### src/verilog/perx_pkg.sv
// Package: constants, types and register map of the endpoint receive decoder
package perx_pkg;

  // APB register byte offsets
  localparam logic [11:0] REG_CMD       = 12'h000; // Command: memory access enable, completer ID
  localparam logic [11:0] REG_STATUS    = 12'h004; // Sticky event counts and last-TLP outcome
  localparam logic [11:0] REG_MPS       = 12'h008; // Max payload select
  localparam logic [11:0] REG_BAR0      = 12'h010; // BAR0..BAR5 at 0x10 + 4*n
  localparam logic [11:0] REG_SETUP0    = 12'h030; // Setup0..Setup5 at 0x30 + 4*n
  localparam logic [11:0] REG_CFG0      = 12'h100; // Config dwords 0..15 at 0x100 + 4*n

  // Setup register fields
  localparam int SETUP_EN_BIT   = 31;
  localparam int SETUP_B64_BIT  = 1;
  localparam int SETUP_PREF_BIT = 0;
  localparam int SETUP_SZ_LSB   = 8;  // log2 of window size, 5 bits

  // Least window sizes as log2 of bytes
  localparam logic [4:0] MIN_SZ_REGS  = 5'd19; // 512 KB
  localparam logic [4:0] MIN_SZ_16M   = 5'd24; // 16 MB

  localparam logic [31:0] SETUP0_RST = 32'h8000_1300;
  localparam logic [31:0] SETUP1_RST = 32'h8000_1800;
  localparam logic [31:0] SETUP2_RST = 32'h8000_1803;
  localparam logic [31:0] SETUP4_RST = 32'h8000_1802;
  localparam logic [31:0] SETUPX_RST = 32'h0000_1800;

  localparam int CFG_WORDS = 16;
  localparam logic [1:0] MPS_128 = 2'd0;
  localparam logic [1:0] MPS_256 = 2'd1;

  typedef enum logic [3:0] {
    PERX_MRD   = 4'h0,
    PERX_MWR   = 4'h1,
    PERX_CPL   = 4'h2,
    PERX_CFGR0 = 4'h3,
    PERX_CFGW0 = 4'h4,
    PERX_CFGR1 = 4'h5,
    PERX_CFGW1 = 4'h6,
    PERX_INTX  = 4'h7,
    PERX_PME   = 4'h8,
    PERX_ASNAK = 4'h9,
    PERX_UNLK  = 4'hA,
    PERX_OTHER = 4'hF
  } perx_kind_e;

  typedef enum logic [1:0] {
    DISP_ACCEPT  = 2'b00,
    DISP_UR      = 2'b01,
    DISP_MALF    = 2'b10,
    DISP_DISCARD = 2'b11
  } perx_disp_e;

  // Decoded received TLP header
  typedef struct packed {
    perx_kind_e  kind;
    logic [63:0] addr;      // Memory address, or config dword index in [5:2]
    logic [15:0] reqId;
    logic [7:0]  tag;
    logic [2:0]  tc;
    logic [3:0]  be;
    logic [31:0] data;
    logic        poisoned;
    logic        ecrcErr;
    logic        hasPrefix;
    logic        hasHints;
  } perx_tlp_s;

  // Completion to the transmit side
  typedef struct packed {
    logic [15:0] cplId;
    logic [15:0] reqId;
    logic [7:0]  tag;
    logic [2:0]  tc;
    logic [2:0]  vc;
    logic        unsupported;
    logic        hasData;
    logic [31:0] data;
  } perx_cpl_s;

  // Forwarded request to the application layer
  typedef struct packed {
    perx_tlp_s  tlp;
    logic [1:0] window;
  } perx_fwd_s;

endpackage : perx_pkg

### src/verilog/perx_rx_decode.sv
// Receive TLP disposition, BAR window decode and type 0 config service
//
// Functional notes
// - Window 0: 32-bit, non-prefetch, at least 512 KB
// - Window 1: 32-bit doorbell, at least 16 MB
// - BAR2/3 pair: prefetchable 64-bit, at least 16 MB
// - BAR4/5 pair: non-prefetch 64-bit, at least 16 MB
// - Every BAR has its own setup register
// - 64-bit even BAR takes odd as upper
// - Merged odd setup stays RW, no effect
// - Memory read forwarded only on enable hit
// - Memory write forwarded only on enable hit
// - Config read completes enabled byte lanes
// - Config read with ECRC error dropped
// - Poisoned config write: no update, UR completion
// - Config write updates enabled byte lanes only
// - Completion: own ID, copied requester fields
// - Config write with ECRC error dropped silently
// - Type 1 config requests are UR
// - Legacy interrupt messages are malformed
// - Power management event messages are UR
// - Prefix or hints unsupported, raise error
// - Accept ASPM negative acknowledge message
// - Generated TLPs use VC0, TC copied from request
// - Max payload 128 and 256 bytes supported
// - Unlock messages acknowledged and discarded
`timescale 1ns/1ps
`default_nettype none

module perx_rx_decode #(
  parameter int CFG_WORDS_P = perx_pkg::CFG_WORDS
) (
  input  wire logic                sys_clk,
  input  wire logic                reset_n,
  input  wire logic                clkEn,
  // APB slave
  input  wire logic                psel,
  input  wire logic                penable,
  input  wire logic                pwrite,
  input  wire logic [11:0]         paddr,
  input  wire logic [31:0]         pwdata,
  output logic                     pready,
  output logic [31:0]              prdata,
  output logic                     pslverr,
  // Received TLP from the link side
  input  wire logic                rxValid,
  input  wire perx_pkg::perx_tlp_s rxTlp,
  output logic                     rxReady,
  // Per-TLP outcome
  output logic                     dispValid,
  output perx_pkg::perx_disp_e     dispCode,
  output logic                     errEvent,
  output logic                     creditReturn,
  output logic                     aspmNakSeen,
  // Forward to application layer
  output logic                     fwdValid,
  output perx_pkg::perx_fwd_s      fwdReq,
  input  wire logic                fwdReady,
  // Completion to transmit side
  output logic                     cplValid,
  output perx_pkg::perx_cpl_s      cplOut,
  input  wire logic                cplReady,
  output logic [1:0]               maxPayload
);

  if (CFG_WORDS_P < 1 || CFG_WORDS_P > 16) begin : gBadCfgWords
    $error("CFG_WORDS_P must be 1 to 16");
  end

  localparam logic [31:0] ZERO32 = 32'h0000_0000;

  logic [31:0] barQ   [6];
  logic [31:0] setupQ [6];
  logic [31:0] cfgQ   [CFG_WORDS_P];
  logic        memEnQ;
  logic [15:0] cplIdQ;
  logic [1:0]  mpsQ;
  logic [15:0] urCntQ;
  logic [15:0] malfCntQ;
  logic [1:0]  lastDispQ;

  // Window size mask from setup size field, clamped to the least size
  function automatic logic [63:0] sizeMask(input logic [31:0] setup, input logic [4:0] minSz);
    logic [4:0] sz;
    sz = setup[perx_pkg::SETUP_SZ_LSB +: 5];
    if (sz < minSz) begin
      sz = minSz;
    end
    sizeMask = ~((64'h0000_0000_0000_0001 << sz) - 64'h0000_0000_0000_0001);
  endfunction

  // Byte-lane merge used by config writes
  function automatic logic [31:0] laneMerge(input logic [31:0] old, input logic [31:0] nw,
                                            input logic [3:0] be);
    logic [31:0] r;
    r = old;
    for (int i = 0; i < 4; i++) begin
      if (be[i]) begin
        r[8*i +: 8] = nw[8*i +: 8];
      end
    end
    laneMerge = r;
  endfunction

  // Window hit decode
  logic [3:0]  winHit;
  logic [63:0] base2;
  logic [63:0] base4;
  logic [63:0] mask0, mask1;
  always_comb begin
    base2 = setupQ[2][perx_pkg::SETUP_B64_BIT] ? {barQ[3], barQ[2]} : {ZERO32, barQ[2]};
    base4 = setupQ[4][perx_pkg::SETUP_B64_BIT] ? {barQ[5], barQ[4]} : {ZERO32, barQ[4]};
    winHit = 4'h0;
    mask0 = sizeMask(setupQ[0], perx_pkg::MIN_SZ_REGS);
    winHit[0] = setupQ[0][perx_pkg::SETUP_EN_BIT] && rxTlp.addr[63:32] == ZERO32 &&
                ((rxTlp.addr[31:0] ^ barQ[0]) & mask0[31:0]) == ZERO32;
    mask1 = sizeMask(setupQ[1], perx_pkg::MIN_SZ_16M);
    winHit[1] = setupQ[1][perx_pkg::SETUP_EN_BIT] && rxTlp.addr[63:32] == ZERO32 &&
                ((rxTlp.addr[31:0] ^ barQ[1]) & mask1[31:0]) == ZERO32;
    winHit[2] = setupQ[2][perx_pkg::SETUP_EN_BIT] &&
                ((rxTlp.addr ^ base2) & sizeMask(setupQ[2], perx_pkg::MIN_SZ_16M)) == 64'h0;
    winHit[3] = setupQ[4][perx_pkg::SETUP_EN_BIT] &&
                ((rxTlp.addr ^ base4) & sizeMask(setupQ[4], perx_pkg::MIN_SZ_16M)) == 64'h0;
  end

  // Disposition of the presented TLP
  perx_pkg::perx_disp_e disp;
  logic       wantFwd;
  logic       wantCpl;
  logic       cplUr;
  logic       doCfgWr;
  logic       isErr;
  always_comb begin
    disp    = perx_pkg::DISP_ACCEPT;
    wantFwd = 1'b0;
    wantCpl = 1'b0;
    cplUr   = 1'b0;
    doCfgWr = 1'b0;
    if (rxTlp.hasPrefix || rxTlp.hasHints) begin
      disp = perx_pkg::DISP_UR;
    end else begin
      unique case (rxTlp.kind)
        perx_pkg::PERX_MRD, perx_pkg::PERX_MWR: begin
          if (memEnQ && |winHit) begin
            wantFwd = 1'b1;
          end else begin
            disp = perx_pkg::DISP_UR;
          end
        end
        perx_pkg::PERX_CPL: wantFwd = 1'b1;
        perx_pkg::PERX_CFGR0: begin
          if (rxTlp.ecrcErr) begin
            disp = perx_pkg::DISP_DISCARD;
          end else begin
            wantCpl = 1'b1;
          end
        end
        perx_pkg::PERX_CFGW0: begin
          if (rxTlp.ecrcErr) begin
            disp = perx_pkg::DISP_DISCARD;
          end else if (rxTlp.poisoned) begin
            disp    = perx_pkg::DISP_UR;
            wantCpl = 1'b1;
            cplUr   = 1'b1;
          end else begin
            wantCpl = 1'b1;
            doCfgWr = 1'b1;
          end
        end
        perx_pkg::PERX_CFGR1, perx_pkg::PERX_CFGW1: disp = perx_pkg::DISP_UR;
        perx_pkg::PERX_INTX:  disp = perx_pkg::DISP_MALF;
        perx_pkg::PERX_PME:   disp = perx_pkg::DISP_UR;
        perx_pkg::PERX_ASNAK: disp = perx_pkg::DISP_ACCEPT;
        perx_pkg::PERX_UNLK:  disp = perx_pkg::DISP_DISCARD;
        default:              disp = perx_pkg::DISP_UR;
      endcase
    end
    isErr = disp == perx_pkg::DISP_UR || disp == perx_pkg::DISP_MALF;
  end

  // Stall while the needed output slot is still occupied
  assign rxReady = clkEn && !(wantFwd && fwdValid && !fwdReady) &&
                   !(wantCpl && cplValid && !cplReady);
  logic take;
  assign take = rxValid && rxReady;

  logic [3:0] cfgIdx;
  assign cfgIdx = rxTlp.addr[5:2];
  logic cfgInRange;
  assign cfgInRange = 32'(cfgIdx) < CFG_WORDS_P;

  // Outcome pulses
  always_ff @(posedge sys_clk or negedge reset_n) begin
    if (!reset_n) begin
      dispValid    <= 1'b0;
      dispCode     <= perx_pkg::DISP_ACCEPT;
      errEvent     <= 1'b0;
      creditReturn <= 1'b0;
      aspmNakSeen  <= 1'b0;
    end else if (clkEn) begin
      dispValid    <= take;
      dispCode     <= disp;
      errEvent     <= take && isErr;
      creditReturn <= take;
      aspmNakSeen  <= take && rxTlp.kind == perx_pkg::PERX_ASNAK && !rxTlp.hasPrefix &&
                      !rxTlp.hasHints;
    end
  end

  // Forward slot
  always_ff @(posedge sys_clk or negedge reset_n) begin
    if (!reset_n) begin
      fwdValid <= 1'b0;
      fwdReq   <= '0;
    end else if (clkEn) begin
      if (take && wantFwd) begin
        fwdValid       <= 1'b1;
        fwdReq.tlp     <= rxTlp;
        fwdReq.window  <= winHit[0] ? 2'd0 : winHit[1] ? 2'd1 : winHit[2] ? 2'd2 : 2'd3;
      end else if (fwdReady) begin
        fwdValid <= 1'b0;
      end
    end
  end

  // Completion slot
  always_ff @(posedge sys_clk or negedge reset_n) begin
    if (!reset_n) begin
      cplValid <= 1'b0;
      cplOut   <= '0;
    end else if (clkEn) begin
      if (take && wantCpl) begin
        cplValid           <= 1'b1;
        cplOut.cplId       <= cplIdQ;
        cplOut.reqId       <= rxTlp.reqId;
        cplOut.tag         <= rxTlp.tag;
        cplOut.tc          <= rxTlp.tc;
        cplOut.vc          <= 3'd0;
        cplOut.unsupported <= cplUr;
        cplOut.hasData     <= rxTlp.kind == perx_pkg::PERX_CFGR0;
        cplOut.data        <= (rxTlp.kind == perx_pkg::PERX_CFGR0 && cfgInRange) ?
                              laneMerge(ZERO32, cfgQ[cfgIdx], rxTlp.be) : ZERO32;
      end else if (cplReady) begin
        cplValid <= 1'b0;
      end
    end
  end

  // APB access phase decode; zero wait states
  logic apbWr;
  logic [3:0] apbIdx;
  assign apbWr  = psel && penable && pwrite && clkEn;
  assign apbIdx = paddr[5:2];
  assign pready = 1'b1;

  // Configuration dwords, written by config TLPs or APB
  always_ff @(posedge sys_clk or negedge reset_n) begin
    if (!reset_n) begin
      for (int i = 0; i < CFG_WORDS_P; i++) begin
        cfgQ[i] <= ZERO32;
      end
    end else if (clkEn) begin
      if (take && doCfgWr && cfgInRange) begin
        cfgQ[cfgIdx] <= laneMerge(cfgQ[cfgIdx], rxTlp.data, rxTlp.be);
      end else if (apbWr && paddr[11:6] == perx_pkg::REG_CFG0[11:6] &&
                   32'(apbIdx) < CFG_WORDS_P) begin
        cfgQ[apbIdx] <= pwdata;
      end
    end
  end

  // BAR and setup registers
  always_ff @(posedge sys_clk or negedge reset_n) begin
    if (!reset_n) begin
      for (int i = 0; i < 6; i++) begin
        barQ[i] <= ZERO32;
      end
      setupQ[0] <= perx_pkg::SETUP0_RST;
      setupQ[1] <= perx_pkg::SETUP1_RST;
      setupQ[2] <= perx_pkg::SETUP2_RST;
      setupQ[3] <= perx_pkg::SETUPX_RST;
      setupQ[4] <= perx_pkg::SETUP4_RST;
      setupQ[5] <= perx_pkg::SETUPX_RST;
    end else if (apbWr) begin
      for (int i = 0; i < 6; i++) begin
        if (paddr == perx_pkg::REG_BAR0 + 12'(4 * i)) begin
          barQ[i] <= pwdata;
        end
        if (paddr == perx_pkg::REG_SETUP0 + 12'(4 * i)) begin
          setupQ[i] <= pwdata;
          if (i < 2) begin
            setupQ[i][perx_pkg::SETUP_B64_BIT]  <= 1'b0;
            setupQ[i][perx_pkg::SETUP_PREF_BIT] <= 1'b0;
          end
          if (i == 2 || i == 4) begin
            setupQ[i][perx_pkg::SETUP_B64_BIT]  <= 1'b1;
            setupQ[i][perx_pkg::SETUP_PREF_BIT] <= i == 2;
          end
        end
      end
    end
  end

  // Command and payload select
  always_ff @(posedge sys_clk or negedge reset_n) begin
    if (!reset_n) begin
      memEnQ <= 1'b0;
      cplIdQ <= 16'h0000;
      mpsQ   <= perx_pkg::MPS_128;
    end else if (apbWr) begin
      if (paddr == perx_pkg::REG_CMD) begin
        memEnQ <= pwdata[0];
        cplIdQ <= pwdata[31:16];
      end
      if (paddr == perx_pkg::REG_MPS && pwdata[1:0] <= perx_pkg::MPS_256) begin
        mpsQ <= pwdata[1:0];
      end
    end
  end
  assign maxPayload = mpsQ;

  // Saturating event counts, cleared by writing the status register
  always_ff @(posedge sys_clk or negedge reset_n) begin
    if (!reset_n) begin
      urCntQ    <= 16'h0000;
      malfCntQ  <= 16'h0000;
      lastDispQ <= 2'b00;
    end else if (clkEn) begin
      if (take) begin
        lastDispQ <= disp;
      end
      // Event wins over a clear in the same cycle
      if (take && disp == perx_pkg::DISP_UR) begin
        urCntQ <= (urCntQ == 16'hFFFF) ? urCntQ : urCntQ + 16'h0001;
      end else if (apbWr && paddr == perx_pkg::REG_STATUS) begin
        urCntQ <= 16'h0000;
      end
      if (take && disp == perx_pkg::DISP_MALF) begin
        malfCntQ <= (malfCntQ == 16'hFFFF) ? malfCntQ : malfCntQ + 16'h0001;
      end else if (apbWr && paddr == perx_pkg::REG_STATUS) begin
        malfCntQ <= 16'h0000;
      end
    end
  end

  // Read mux
  logic [31:0] rdMux;
  logic        rdHit;
  always_comb begin
    rdMux = ZERO32;
    rdHit = 1'b1;
    if (paddr == perx_pkg::REG_CMD) begin
      rdMux = {cplIdQ, 15'h0000, memEnQ};
    end else if (paddr == perx_pkg::REG_STATUS) begin
      rdMux = {urCntQ[13:0], malfCntQ[13:0], 2'b00, lastDispQ};
    end else if (paddr == perx_pkg::REG_MPS) begin
      rdMux = {30'h0000_0000, mpsQ};
    end else if (paddr >= perx_pkg::REG_BAR0 && paddr < perx_pkg::REG_BAR0 + 12'h018) begin
      rdMux = barQ[3'(apbIdx - 4'd4)];
    end else if (paddr >= perx_pkg::REG_SETUP0 && paddr < perx_pkg::REG_SETUP0 + 12'h018) begin
      rdMux = setupQ[3'(apbIdx - 4'd12)];
    end else if (paddr[11:6] == perx_pkg::REG_CFG0[11:6] && 32'(apbIdx) < CFG_WORDS_P) begin
      rdMux = cfgQ[apbIdx];
    end else begin
      rdHit = 1'b0;
    end
  end

  always_ff @(posedge sys_clk or negedge reset_n) begin
    if (!reset_n) begin
      prdata <= ZERO32;
    end else if (clkEn && psel && !penable) begin
      prdata <= rdMux;
    end
  end
  assign pslverr = psel && penable && (!rdHit || paddr[1:0] != 2'b00);

endmodule // perx_rx_decode

`default_nettype wire

### config.mk
export PLATFORM = sky130hd
export DESIGN_NAME = perx_rx_decode
export DESIGN_NICKNAME = d
export VERILOG_FILES = /design/src/verilog/perx_pkg.sv /design/src/verilog/perx_rx_decode.sv
export SDC_FILE = /design/constraint.sdc
export NUM_CORES = 2
export LEC_CHECK = 0
export BUFFER_PORTS_ARGS = -buffer_cell sky130_fd_sc_hd__buf_4
export CORE_AREA = 2 2 442 444
export CTS_BUF_LIST = sky130_fd_sc_hd__clkbuf_4
export CTS_CLUSTER_DIAMETER = 80
export DETAILED_ROUTE_END_ITERATION = 16
export DIE_AREA = 0 0 444 446
export MAX_ROUTING_LAYER = met4
export SETUP_SLACK_MARGIN = 0.15
export SLEW_MARGIN = 40
export SYNTH_ARGS = -nofsm -noshare
export SYNTH_HDL_FRONTEND = slang
export SYNTH_SLANG_ARGS = --single-unit
### constraint.sdc
create_clock -name sys_clk -period 6.75 [get_ports sys_clk]
set_clock_uncertainty 0.2 [all_clocks]
set_input_delay 0.675 -clock sys_clk [delete_from_list [all_inputs] [get_ports sys_clk]]
set_output_delay 0.675 -clock sys_clk [all_outputs]
set_load 0.1 [all_outputs]
==> flow_summary.toml <==
[clock_tree]
cts_resized = 0
cts_num_sinks = 1194
cts_hold_buf = 342
cts_root_buf = "sky130_fd_sc_hd__clkbuf_4"
clock_tree_from_tritoncts = "built"
clock_latency_of_the_later_clocked_register_in_the_worst_skew_pair_ps = 1440
postCtsSetupBuffers = 0
ctsHtreeMaxLevel = 5
tritoncts.num_buffers = 352
clock_path_buffers = 4
clkTransAtPathRegs_ps = 60

[critical_path]
rrSetupSlack_ps = 1750
endpoint_kind = "output port"
cp.arrival_ps = 4660
critPathRequiredTime_ps = 5880
worst-setup-path-type = "in2out"
critPathLaunch = "paddr[10]"
start_kind = "input port"
r2r-start = "setupQ[108]$_DFFE_PN1P_"
critPathMaxFanout = 13

[placement]
place.detailed.instances = 8053
io_buffer_count = 445
dpl.hpwl_um = 157000
finalWeightedCongestion = 0.962
placed_instance_area_um2 = 69300
place_worst_setup_slack_ps = 1650

[yosys]
gate_count_post_synth = 5519
synth_seq_cells = 1194
synth_edf_count = 0
mappedNetlistArea_um2 = 63500
synthFlopType = "sky130_fd_sc_hd__dfrtp_1"
synthesis.area_per_instance_um2 = 11.5
yosysUniqueCellTypes = 87
postSynth.asyncResetShare = 1.00
synth-warning-count = 0
seq_area_frac_synth = 0.471

[sta]
final.hold.worst_slack_ps = 104
maxSlewHeadroom = 0.362
drv_slew = 0
report.final.hold_viol_count = 0
worstMarginPinSlew_ps = 957
max_freq_mhz = 181
fin_ws_ps = 1220
rsz0062_at_grt = "no"
post_route_fraction_of_the_period_consumed_by_the_critical_path = 0.820
finalSetupTns_ps = 0
setup_viol = 0
layout_min_cycle_time_ps = 5530

[final_layout]
finalCoreUtilization = 0.399
post-route-cell-area_um2 = 77300
fin_cells = 9023
num-nets-final = 6412
fillerInstances = 18400
post_route_cells_drive_above_1_share = 0.320
area_growth_pct = 21.8

[worst_hold_path]
worst_hold_path_type = "in2reg"
holdCritStartpoint = "rxTlp[39]"

[floorplanning]
core_area_um2 = 194000
dieHeight_um = 446
pin_count = 450
initial_utilization = 0.328
die_area_um2 = 198000
row_count = 162
fp.dieW_um = 444

[grt]
largest_net_degree_at_the_start_of_global_routing = 153
number_of_antenna_violations_at_the_first_check_in_global_routing = 22
grt.overflow.total = 0
first_global_vias = 53200
global_route.usage.total = 0.255
first_pass_grt_wire_length_um = 365000

[power]
clock_power_share = 0.420
power.sequential.fraction = 0.440
comb_power_share = 0.140
p_total_mw = 16.7
p_leak_nw = 33.5
intPower_mw = 11.6
power.density_nw_per_um2 = 217
vdd.ir_drop.worst_uv = 135
power.switching_mw = 5.14
power.share.switching = 0.307

[run]
max-cap-violations = 0

[drt]
maxUsedRoutingLayer = "met4"
detail_route.drc_violations = 0
routed_via_density = 5.80
routedLengthMet1_um = 95200
drtIter0Drc = 5255
dr_wl_met3_um = 22300
wl_per_cell_um = 27.6
met2_length_um = 115000
route.antenna.remaining_nets = 0
routed_wire_length_um = 249000
drt-pass1-iter-count = 7
dr_total_vias = 52300

[status]
outcome = "finished, final reports clean"
## cell usage in the layout, fill, tap and decap left out, types with 144 or more instances in the layout
master                          synthesis  final
sky130_fd_sc_hd__mux4_2               382    382
sky130_fd_sc_hd__o21ai_1              255    255
sky130_fd_sc_hd__dlygate4sd3_1          0    341
sky130_fd_sc_hd__nand2_1              768    768
sky130_fd_sc_hd__a22oi_1              543    543
sky130_fd_sc_hd__mux2_1               144    144
sky130_fd_sc_hd__o21ai_0              308    306
sky130_fd_sc_hd__clkbuf_4               0    517
sky130_fd_sc_hd__mux2_2               479    479
sky130_fd_sc_hd__buf_4                 10    531
sky130_fd_sc_hd__dfrtp_1             1177   1177
## worst paths after layout
path / cells past startpoint / end
min in group asynchronous: 4 / cplOut[22]$_DFFE_PN0P_
hold reg to reg: 2 / cplOut[22]$_DFFE_PN0P_
setup reg to reg: 18 / malfCntQ[6]$_DFFE_PN0P_
max in group asynchronous: 5 / barQ[76]$_DFFE_PN0P_
setup / recovery: 10 / pslverr
hold / removal: 3 / fwdReq[41]$_DFFE_PN0P_
## critical path, cell delays in order
cell,delay (ps)
sky130_fd_sc_hd__dlygate4sd3_1,540
sky130_fd_sc_hd__buf_4,130
sky130_fd_sc_hd__or4_1,700
sky130_fd_sc_hd__dlygate4sd3_1,740
sky130_fd_sc_hd__nor3_1,280
sky130_fd_sc_hd__nand2_1,520
sky130_fd_sc_hd__nand3_1,270
sky130_fd_sc_hd__a21oi_1,70
sky130_fd_sc_hd__o311a_1,430
sky130_fd_sc_hd__buf_4,290
## power groups by stage
stage / clock network, mW / registers [mW] / logic (mW)
after global placement: 0 / 7.49 / 2.13
after floorplan: 0 / 8.26 / 0.607
after global routing: 7.59 / 7.38 / 2.43
after CTS: 7.19 / 7.36 / 2.31
after detailed placement: 0 / 7.49 / 2.15
final: 7.04 / 7.37 / 2.34
## state kept, by name, summed over array words and instances, names as in the netlist, 2 cells and up
register	flops
barQ	192
cfgQ	512
cplIdQ	16
cplOut	77
dispCode	2
fwdReq	137
lastDispQ	2
malfCntQ	16
maxPayload	2
prdata	32
setupQ	184
urCntQ	16
## per-layer routing
metal,up-vias,global-route usage
met2,2792,0.386
met1,26600,0.307
met3,771,0.0614
li1,22100,-
met4,0,0.156
met5,-,-
## cells in the mapped netlist (12+ instances only)
cell type,n,area share
sky130_fd_sc_hd__xnor2_1,24,0.0033
sky130_fd_sc_hd__o21ai_1,255,0.020
sky130_fd_sc_hd__nor4_1,49,0.0048
sky130_fd_sc_hd__dfrtp_1,1177,0.46
sky130_fd_sc_hd__o21ai_0,308,0.024
sky130_fd_sc_hd__nand2_1,768,0.045
sky130_fd_sc_hd__buf_6,14,0.0025
sky130_fd_sc_hd__mux4_2,382,0.14
sky130_fd_sc_hd__mux2i_1,13,0.0021
sky130_fd_sc_hd__buf_2,115,0.0091
sky130_fd_sc_hd__o22ai_1,63,0.0062
sky130_fd_sc_hd__nand4_1,31,0.0031
sky130_fd_sc_hd__nor3_1,31,0.0024
sky130_fd_sc_hd__inv_1,31,0.0018
sky130_fd_sc_hd__mux2_1,144,0.026
sky130_fd_sc_hd__or3_1,17,0.0017
sky130_fd_sc_hd__xor2_1,130,0.018
sky130_fd_sc_hd__a21oi_1,52,0.0041
sky130_fd_sc_hd__clkbuf_1,403,0.024
sky130_fd_sc_hd__and3_1,21,0.0021
sky130_fd_sc_hd__a22oi_1,543,0.064
sky130_fd_sc_hd__a221oi_1,12,0.0017
sky130_fd_sc_hd__nor2_1,139,0.0082
sky130_fd_sc_hd__dfstp_2,17,0.0070
sky130_fd_sc_hd__nand3_1,60,0.0047
sky130_fd_sc_hd__buf_1,38,0.0022
sky130_fd_sc_hd__mux2_2,479,0.085
## area by class of cell
cell class	instances	area (um^2)	area share
multi-input cells	3723	31500	0.407
flip-flops and latches	1194	29900	0.387
repair buffers	912	8200	0.106
clock buffers	517	3880	0.0502
well taps	2542	3180	0.0411
clock inverters	83	482	0.00623
inverters	31	116	0.00151
diodes	21	52.6	0.000680
## cell families after synthesis
logic type / synth area share
DFF: 0.471
adders and majority gates: 0.00213
and+or+nand+nor: 0.0816
buffers and inverters: 0.0407
xor gates and xnor gates: 0.0213
other: 0.000118
AOI/OAI and AO/OA: 0.135
muxes: 0.248
No activity file was read; power rests on OpenSTA's default activity.
